===== src/rtl/jump_bitset_pkg.sv =====
// constants and types shared by the branch and bit-set execution logic
package jump_bitset_pkg;
  localparam int          PC_W          = 21;
  localparam int          ADDR_W        = 12;
  localparam int          OFFS_W        = 11;
  localparam int          OPC_HI        = 15;
  localparam int          OPC_LO        = 12;
  localparam int          SEL_POS       = 11;
  localparam int          BIT_HI        = 11;
  localparam int          BIT_LO        = 9;
  localparam int          ACC_POS       = 8;
  localparam int          FILE_HI       = 7;
  localparam logic [3:0]  JUMP_NIBBLE   = 4'hD;
  localparam logic        JUMP_SEL_BIT  = 1'b0;
  localparam logic [3:0]  SET_NIBBLE    = 4'h8;
  localparam logic [7:0]  ACCESS_LIMIT  = 8'h5F;
  localparam logic [3:0]  ACCESS_LO_BNK = 4'h0;
  localparam logic [3:0]  ACCESS_HI_BNK = 4'hF;
  localparam logic [PC_W-1:0] PC_STEP   = 21'h000002;
  localparam logic        ACC_BANKED    = 1'b1;

  typedef enum logic [1:0] {
    Q1 = 2'b00,
    Q2 = 2'b01,
    Q3 = 2'b10,
    Q4 = 2'b11
  } phase_t;

  typedef enum logic [1:0] {
    OP_NONE = 2'b00,
    OP_JUMP = 2'b01,
    OP_SET  = 2'b10
  } op_t;
endpackage


===== src/rtl/file_addr_if.sv =====
// operand and result signals of the file address generator
`timescale 1ns/1ps
`default_nettype none
interface file_addr_if;
  import jump_bitset_pkg::*;
  logic [7:0]        file_addr;
  logic              access;
  logic [3:0]        bank;
  logic [ADDR_W-1:0] index_base;
  logic              ext_en;
  logic [ADDR_W-1:0] addr;
  logic              indexed;
  modport user (output file_addr, output access, output bank, output index_base, output ext_en,
                input addr, input indexed);
  modport calc (input file_addr, input access, input bank, input index_base, input ext_en,
                output addr, output indexed);
endinterface
`default_nettype wire


===== src/rtl/branch_and_bit_set_exec.sv =====
// execution of the unconditional relative jump and the file bit set
//
// Behaviour
// - jump offset is signed 11 bits, -1024..1023, doubled to bytes
// - jump loads PC with PC + 2 + 2n, no status flag changes
// - jump decoded from opcode 1101 then a zero bit, low 11 bits offset
// - jump is one word and takes two instruction cycles
// - bit set (opcode 1000, bbb, a, ffffffff) forces chosen bit to one
// - access bit 0 selects the fixed access bank
// - access bit 1 takes the bank from the bank select register
// - extended set, a=0 and f up to 5Fh use indexed literal offset
`timescale 1ns/1ps
`default_nettype none
module branch_and_bit_set_exec
  import jump_bitset_pkg::*;
(
  input  wire logic                              mclk_i,
  input  wire logic                              rst_i,
  input  wire logic [15:0]                       instr_i,
  input  wire logic                              instr_valid_i,
  input  wire logic [jump_bitset_pkg::PC_W-1:0]  pc_i,
  input  wire logic [3:0]                        bank_sel_reg_i,
  input  wire logic [jump_bitset_pkg::ADDR_W-1:0] index_base_i,
  input  wire logic                              ext_en_i,
  input  wire logic [7:0]                        mem_rdata_i,
  output logic                                   instr_ready_o,
  output logic [1:0]                             phase_o,
  output logic                                   pc_load_o,
  output logic [jump_bitset_pkg::PC_W-1:0]       pc_target_o,
  output logic                                   mem_rd_o,
  output logic                                   mem_wr_o,
  output logic [jump_bitset_pkg::ADDR_W-1:0]     mem_addr_o,
  output logic [7:0]                             mem_wdata_o
);
  import jump_bitset_pkg::*;

  phase_t            ph_q;
  op_t               op_q;
  logic              nop_cycle_q;
  logic [2:0]        bit_q;
  logic [7:0]        rdata_q;
  logic              pc_load_q;
  logic [PC_W-1:0]   pc_target_q;
  logic              mem_rd_q;
  logic              mem_wr_q;
  logic [ADDR_W-1:0] mem_addr_q;
  logic [7:0]        mem_wdata_q;
  logic              is_jump;
  logic              is_set;
  logic              take;
  logic [PC_W-1:0]   offs_bytes;
  logic [PC_W-1:0]   target_d;
  logic [7:0]        set_mask;

  file_addr_if ai ();

  file_addr_calc i_file_addr_calc (
    .ai (ai.calc)
  );

  ////////////////////////////////////////////////////////////////////////////
  // decode
  assign is_jump = (instr_i[OPC_HI:OPC_LO] == JUMP_NIBBLE) && (instr_i[SEL_POS] == JUMP_SEL_BIT);
  assign is_set  = (instr_i[OPC_HI:OPC_LO] == SET_NIBBLE);
  // second cycle of a jump accepts nothing
  assign instr_ready_o = (ph_q == Q1) && !nop_cycle_q;
  assign take          = instr_ready_o && instr_valid_i;

  // sign extend and double the offset
  assign offs_bytes = {{(PC_W-OFFS_W-1){instr_i[OFFS_W-1]}}, instr_i[OFFS_W-1:0], 1'b0};
  assign target_d   = pc_i + PC_STEP + offs_bytes;
  assign set_mask   = 8'h01 << bit_q;

  assign ai.file_addr  = instr_i[FILE_HI:0];
  assign ai.access     = instr_i[ACC_POS];
  assign ai.bank       = bank_sel_reg_i;
  assign ai.index_base = index_base_i;
  assign ai.ext_en     = ext_en_i;

  ////////////////////////////////////////////////////////////////////////////
  // quarter phase sequencer
  always_ff @(posedge mclk_i) begin
    if (rst_i) begin
      ph_q <= Q1;
    end else begin
      case (ph_q)
        Q1:      ph_q <= Q2;
        Q2:      ph_q <= Q3;
        Q3:      ph_q <= Q4;
        Q4:      ph_q <= Q1;
        default: ph_q <= Q1;
      endcase
    end
  end
  assign phase_o = ph_q;

  always_ff @(posedge mclk_i) begin
    if (rst_i) begin
      op_q  <= OP_NONE;
      bit_q <= 3'h0;
    end else if (take) begin
      op_q  <= is_jump ? OP_JUMP : (is_set ? OP_SET : OP_NONE);
      bit_q <= instr_i[BIT_HI:BIT_LO];
    end else if (ph_q == Q4) begin
      op_q  <= OP_NONE;
    end
  end

  always_ff @(posedge mclk_i) begin
    if (rst_i) begin
      nop_cycle_q <= 1'b0;
    end else if (ph_q == Q4) begin
      nop_cycle_q <= (op_q == OP_JUMP);
    end
  end

  ////////////////////////////////////////////////////////////////////////////
  // jump: target held from decode, PC written during Q4
  always_ff @(posedge mclk_i) begin
    if (rst_i) begin
      pc_target_q <= '0;
    end else if (take && is_jump) begin
      pc_target_q <= target_d;
    end
  end

  always_ff @(posedge mclk_i) begin
    if (rst_i) begin
      pc_load_q <= 1'b0;
    end else begin
      pc_load_q <= (ph_q == Q3) && (op_q == OP_JUMP);
    end
  end

  ////////////////////////////////////////////////////////////////////////////
  // bit set: read in Q2, modify in Q3, write in Q4
  always_ff @(posedge mclk_i) begin
    if (rst_i) begin
      mem_addr_q <= '0;
    end else if (take && is_set) begin
      mem_addr_q <= ai.addr;
    end
  end

  always_ff @(posedge mclk_i) begin
    if (rst_i) begin
      mem_rd_q <= 1'b0;
    end else begin
      mem_rd_q <= take && is_set;
    end
  end

  always_ff @(posedge mclk_i) begin
    if (rst_i) begin
      rdata_q <= 8'h00;
    end else if (mem_rd_q) begin
      rdata_q <= mem_rdata_i;
    end
  end

  always_ff @(posedge mclk_i) begin
    if (rst_i) begin
      mem_wr_q    <= 1'b0;
      mem_wdata_q <= 8'h00;
    end else begin
      mem_wr_q <= (ph_q == Q3) && (op_q == OP_SET);
      if ((ph_q == Q3) && (op_q == OP_SET)) begin
        mem_wdata_q <= rdata_q | set_mask;
      end
    end
  end

  assign pc_load_o   = pc_load_q;
  assign pc_target_o = pc_target_q;
  assign mem_rd_o    = mem_rd_q;
  assign mem_wr_o    = mem_wr_q;
  assign mem_addr_o  = mem_addr_q;
  assign mem_wdata_o = mem_wdata_q;

  logic take_jump;
  logic take_set;
  logic [7:0] mask_now;
  assign take_jump = take && is_jump;
  assign take_set  = take && is_set;
  assign mask_now  = 8'h01 << instr_i[BIT_HI:BIT_LO];
endmodule // branch_and_bit_set_exec
`default_nettype wire


===== src/rtl/file_addr_calc.sv =====
// data memory address from file address, access bit, bank and index base
`timescale 1ns/1ps
`default_nettype none
module file_addr_calc (
  file_addr_if.calc ai
);
  import jump_bitset_pkg::*;

  logic low_half;

  assign low_half   = (ai.file_addr <= ACCESS_LIMIT);
  assign ai.indexed = ai.ext_en && (ai.access != ACC_BANKED) && low_half;

  always_comb begin
    if (ai.access == ACC_BANKED) begin
      ai.addr = {ai.bank, ai.file_addr};
    end else if (ai.indexed) begin
      ai.addr = ai.index_base + {4'h0, ai.file_addr};
    end else if (low_half) begin
      ai.addr = {ACCESS_LO_BNK, ai.file_addr};
    end else begin
      ai.addr = {ACCESS_HI_BNK, ai.file_addr};
    end
  end
endmodule // file_addr_calc
`default_nettype wire


===== config.mk =====
export PLATFORM = sky130hd
export DESIGN_NAME = branch_and_bit_set_exec
export DESIGN_NICKNAME = d
export VERILOG_FILES = /design/src/rtl/jump_bitset_pkg.sv /design/src/rtl/file_addr_if.sv /design/src/rtl/branch_and_bit_set_exec.sv /design/src/rtl/file_addr_calc.sv
export SDC_FILE = /design/constraint.sdc
export NUM_CORES = 1
export LEC_CHECK = 0
export ABC_AREA = 1
export BUFFER_PORTS_ARGS = -buffer_cell sky130_fd_sc_hd__buf_2
export CORE_ASPECT_RATIO = 0.6
export CORE_UTILIZATION = 35
export DETAILED_ROUTE_END_ITERATION = 16
export SLEW_MARGIN = 20
export SYNTH_ARGS = -nofsm -noshare
export SYNTH_HDL_FRONTEND = slang
export SYNTH_SLANG_ARGS = --single-unit

===== constraint.sdc =====
create_clock -name mclk_i -period 4.7 [get_ports mclk_i]
set_input_delay 0.235 -clock mclk_i [delete_from_list [all_inputs] [get_ports mclk_i]]
set_output_delay 0.235 -clock mclk_i [all_outputs]
set_load 0.1 [all_outputs]

Word level (Yosys, flattened, before mapping) --
Index checks and enable logic that the tools add are counted.
Cells by class: add/sub/neg operators 3, magnitude comparators 1, equal/unequal tests 7, shifts and indexed selects 1, multiplexer cells 8, bitwise logic cells 3, reduce and logical (&&, ||, !) cells 12
Operators by type and width (number):
- $mux W12 | 3
- $add A21 B2 Y21 const B | 1
- $add A21 B21 Y21 | 1
- $add A12 B8 Y12 | 1
- $logic_and A1 B1 Y1 | 9
- $eq A4 B4 Y1 const B | 2
- $le A8 B7 Y1 const B | 1
- $mux W2 | 4
- $or A8 B8 Y8 | 1
- $pmux W2 S4 | 1
- $shl A1 B3 Y8 const A | 1
- $eq A2 B2 Y1 const B | 3
- $eq A2 B1 Y1 const B | 2
- $logic_not A2 Y1 | 1
- $not A1 Y1 | 2
- $reduce_bool A2 Y1 | 1
- $logic_not A1 Y1 | 1
Word-level totals: flip-flop bits (word level) 60, input bits 65, output and inout bits 47, word-level logic and storage cells 46

Logic depth before layout (Yosys ltp) --
depth after elaboration 5, depth in mapped cells 17, depth with buffers taken out 17

Hierarchy --
Synthesis repeated with hierarchy kept, for this count alone.
Unflattened totals: cells, all modules 641, area total of the unflattened synthesis 4262.8 um2
By module, submodules not included:
- branch_and_bit_set_exec | instances 1, cells an instance 501, area an instance 3538.4 um2, sequential area each 1201.2 um2
- file_addr_calc | instances 1, cells an instance 140, area an instance 724.4 um2, sequential area each 0.0 um2

Worst setup path before layout --
No wires, ideal clock.
path type flip-flop to flip-flop, start register ph_q[0], in the netlist phase_o[0], end register pc_target_q[11], in the netlist pc_target_o[11], setup time 0.118 ns, data arrival time 2.375 ns, data required time 4.582 ns, path slack 2.207 ns, cell stages (with the launch flop) 13, buffers on the path 1, period minus slack after synthesis 2.493 ns, cells stage by stage dfxtp_1 inv_1 ha_1 inv_1 nor2_4 nand2_4 nor2_4 nand2_4 clkinv_8 buf_8 nand3_1 o211ai_1 inv_1
Between the ends: cells in the longest elaborated chain, start to end 4
Ends and longest elaborated chain:
- from (decl) | line branch_and_bit_set_exec.sv:37 | phase_t ph_q;
- from (signal assigned) | line branch_and_bit_set_exec.sv:84 | ph_q <= Q1;
- from (signal assigned) | line branch_and_bit_set_exec.sv:87 | Q1: ph_q <= Q2;
- from (signal assigned) | line branch_and_bit_set_exec.sv:88 | Q2: ph_q <= Q3;
- $logic_not A2 Y1 | line branch_and_bit_set_exec.sv:66 | assign instr_ready_o = (ph_q == Q1) && !nop_cycle_q;
- $logic_and A1 B1 Y1 | line branch_and_bit_set_exec.sv:66
- net instr_ready_o | line branch_and_bit_set_exec.sv:26 | output logic instr_ready_o,
- $logic_and A1 B1 Y1 | line branch_and_bit_set_exec.sv:67 | assign take = instr_ready_o && instr_valid_i;
- $logic_and A1 B1 Y1
- to (signal assigned) | line branch_and_bit_set_exec.sv:123 | pc_target_q <= target_d;
- to (decl) | line branch_and_bit_set_exec.sv:43 | logic [PC_W-1:0] pc_target_q;
The timed path passes the listed nets, and every way through them passes these cells. A chain may end at the register's enable or synchronous reset.

Worst setup path in the final report --
start register ph_q[0], in the netlist phase_o[0], end register mem_addr_q[10], in the netlist mem_addr_o[10]
Between the ends: cells in the longest elaborated chain, start to end 4
Ends and longest elaborated chain:
- $logic_not A2 Y1 | line branch_and_bit_set_exec.sv:66
- $logic_and A1 B1 Y1 | line branch_and_bit_set_exec.sv:66
- $logic_and A1 B1 Y1 | line branch_and_bit_set_exec.sv:67
- $logic_and A1 B1 Y1
- to (signal assigned) | line branch_and_bit_set_exec.sv:141 | mem_addr_q <= ai.addr;
- to (decl) | line branch_and_bit_set_exec.sv:46 | logic [ADDR_W-1:0] mem_addr_q;
No other way between the ends.

==> flow_summary.json <==
{
  "die_y_um": 87.5,
  "synthDistinctLibCells": 36,
  "grt_antenna_before_repair": 0,
  "dp_hpwl_mm": 10.2,
  "fin_crit_ns": 2.29,
  "drt-total-wl_mm": 12.9,
  "power_frac_seq": 0.317,
  "path_class": "flip-flop to flip-flop",
  "rows": 30,
  "area_growth_pct": 22.7,
  "first_iter_violations": 314,
  "gp_congestion": 0.973,
  "maxSlewViolCount": 0,
  "outcome": "complete, no violations",
  "timing.final.hold_violations": 0,
  "cts-root-buf": "clkbuf_16",
  "final.setup_skew_ns": 0.00484,
  "io_buffers": 111,
  "rsz0062_at_grt": "no",
  "maxSlewHeadroom": 0.362,
  "synth-edff-count": 0,
  "initial_core_util": 0.368,
  "power.share.clock": 0.364,
  "cp.arrival_ns": 2.56,
  "cts_setup_buffers": 0,
  "synth_area_leader_cell": "dfxtp_1",
  "power_leakage_nw": 2.80,
  "tightest_slew_ns": 0.952,
  "fmax_mhz": 436,
  "fill_cells": 1181,
  "clock-sinks": 60,
  "power_frac_comb": 0.318,
  "avgSynthCellArea_um2": 6.86,
  "crit_path_end_kind": "flip-flop",
  "numCtsBuffers": 9,
  "switchingPower_w": 0.000673,
  "worstPathRequired_ns": 4.96,
  "syn_area_mm2": 0.00427,
  "hold_path.class": "primary input to flip-flop",
  "finalCritPeriodShare": 0.488,
  "slowest_delay_ns": 0.42,
  "p_per_area_mw_per_mm2": 329,
  "synth_top_area_frac": 0.281,
  "mostFrequentLayoutCell": "buf_2",
  "grt_pass1_vias": 4078,
  "vias_per_cell": 5.00,
  "ys.flop_type": "dfxtp_1",
  "swShare": 0.391,
  "n_antenna_cell": 0,
  "die-width_um": 145,
  "setup_ws_ns": 2.41,
  "crit_fanout": 13,
  "grt_pass1_wl_mm": 20.6,
  "grt_max_degree": 29,
  "cp-startpoint": "phase_o[0]",
  "drt_first_pass_iters": 7,
  "pin_count": 112,
  "ys_warn_count": 0,
  "ir_worst_vdd_mv": 0.461,
  "reg2reg_from": "phase_o[0]",
  "cp-start-kind": "flip-flop",
  "ant_nets": 0,
  "crit_slowest_cell": "nand2_1",
  "crit_chain": "inv_1 -> ha_1 -> inv_1 -> nor2_4 -> nand2_4 -> inv_2 -> nand2_1 -> inv_2 -> o21ai_1 -> a21oi_1 -> a21oi_1",
  "cts_tree": "done",
  "finalSetupViolCount": 0,
  "cts_buffer_depth": 2,
  "overflow": 0,
  "worst_skew_pair.late_latency_ns": 0.33,
  "drive_above_1_share": 0.213,
  "htreeDepth": 3,
  "min_from": "mem_rdata_i[4]",
  "maxCapViolCount": 0,
  "fin_nets": 847,
  "grtUsageTotal": 0.214,
  "internal_power_w": 0.00105,
  "wl_per_cell_um": 14.4,
  "ys_seq_elements": 60,
  "drc": 0,
  "ys_seq_area_frac": 0.281,
  "final_cell_mix": "buf_2 (111), nand2_1 (110), inv_1 (92), nor2_1 (63), a21oi_1 (61)",
  "path_clk_slew_ns": 0.06,
  "seq_area_mm2": 0.00120,
  "syn-instance-count": 622,
  "setup_tns_ns": 0,
  "synthArstFlopShare": 0,
  "multi_input_area_mm2": 0.00262,
  "vias": 4481,
  "die_area_mm2": 0.0127,
  "synth.area.top_cells": "dfxtp_1 (28%), ha_1 (14%), nand2_1 (9.7%)",
  "dp_slack_ns": 2.40,
  "synth_fp_nets": 738,
  "core-area_mm2": 0.0116,
  "holdBufCountCts": 0,
  "cts_resized": 0
}
==> synth_stat cells (all sizes together) (2+ instances only) <==
library cell,number
or2,4
inv,95
xnor2,4
fa,2
a31oi,8
clkbuf,6
nand4,5
ha,49
nand3b,2
o21bai,2
xor2,5
a211oi,2
nor2,67
dfxtp,60
nor3,7
nand2,118
a21oi,66
buf,8
o211ai,4
nand3,54
o21ai,51
==> routing by layer <==
layer  up-vias  GRT usage  part of all wire
met2       183      0.295              0.39
met5         -          0                 0
met3        10     0.0607             0.090
met1      2023      0.324              0.51
li1       2265          -                 -
met4         0     0.0459            0.0053
==> worst max-delay path, delay by kind of cell (launching register included) <==
family	cells	cell delay (ns)
adder cells (fa/ha/maj)	1	0.21
AND/OR/NAND/NOR	3	0.62
AO/OA/AOI/OAI	3	0.55
flip-flops	1	0.39
buffers and inverters	4	0.47
==> flip-flops by register name (all words and copies together), names as in the netlist, 2 cells and up <==
register     cells
op_q             2
mem_wdata_o      8
phase_o          2
rdata_q          8
pc_target_o     21
mem_addr_o      12
bit_q            3
==> final timing paths <==
check	endpoint	slack [ns]	cells past startpoint
setup / recovery	mem_addr_o[10]	2.41	11
hold / removal	rdata_q[4]	0.13	3
setup reg to reg	mem_addr_o[10]	2.41	11
hold reg to reg	rdata_q[7]	0.46	2
==> power by group through the flow <==
stage / Combinational, W / Clock [W] / Sequential, W
2_1_floorplan: 0.000324 / 0 / 0.000635
3_3_place_gp: 0.000533 / 0 / 0.000556
3_5_place_dp: 0.000539 / 0 / 0.000557
6_report: 0.000548 / 0.000628 / 0.000547
5_1_grt: 0.000603 / 0.000669 / 0.000550
4_1_cts: 0.000543 / 0.000640 / 0.000546
==> per-stage QoR <==
step | instance area [µm²] | hold slack, ns | utilization | total power [W] | std cells
floorplan | 4270 | 0.370 | - | 0.000959 | 622
global placement | 4950 | 0.443 | 0.427 | 0.00109 | 880
detailed placement | 4950 | 0.454 | 0.427 | 0.00110 | 880
CTS | 5240 | 0.123 | 0.452 | 0.00173 | 896
global route | 5240 | 0.128 | 0.452 | 0.00182 | 896
finish | 5240 | 0.133 | 0.452 | 0.00172 | 896
==> kinds of logic (layout without fill, tap and decap cells) <==
family,after synthesis,after routing,share of synthesized area
and+or+nand+nor,258,258,0.271
AOI/OAI and AO/OA,134,134,0.170
buffers and inverters,110,224,0.106
DFF,60,60,0.281
adders and majority gates,51,51,0.153
xor gates and xnor gates,9,9,0.0185
==> layout make-up <==
class	instances	share of cell area
Multi-Input combinational cell	452	0.500
Clock buffer	9	0.0430
Inverter	96	0.0712
Sequential cell	60	0.229
Timing Repair Buffer	112	0.108
Tap cell	160	0.0382
Clock inverter	7	0.0112
No activity file was read; power rests on OpenSTA's default activity.
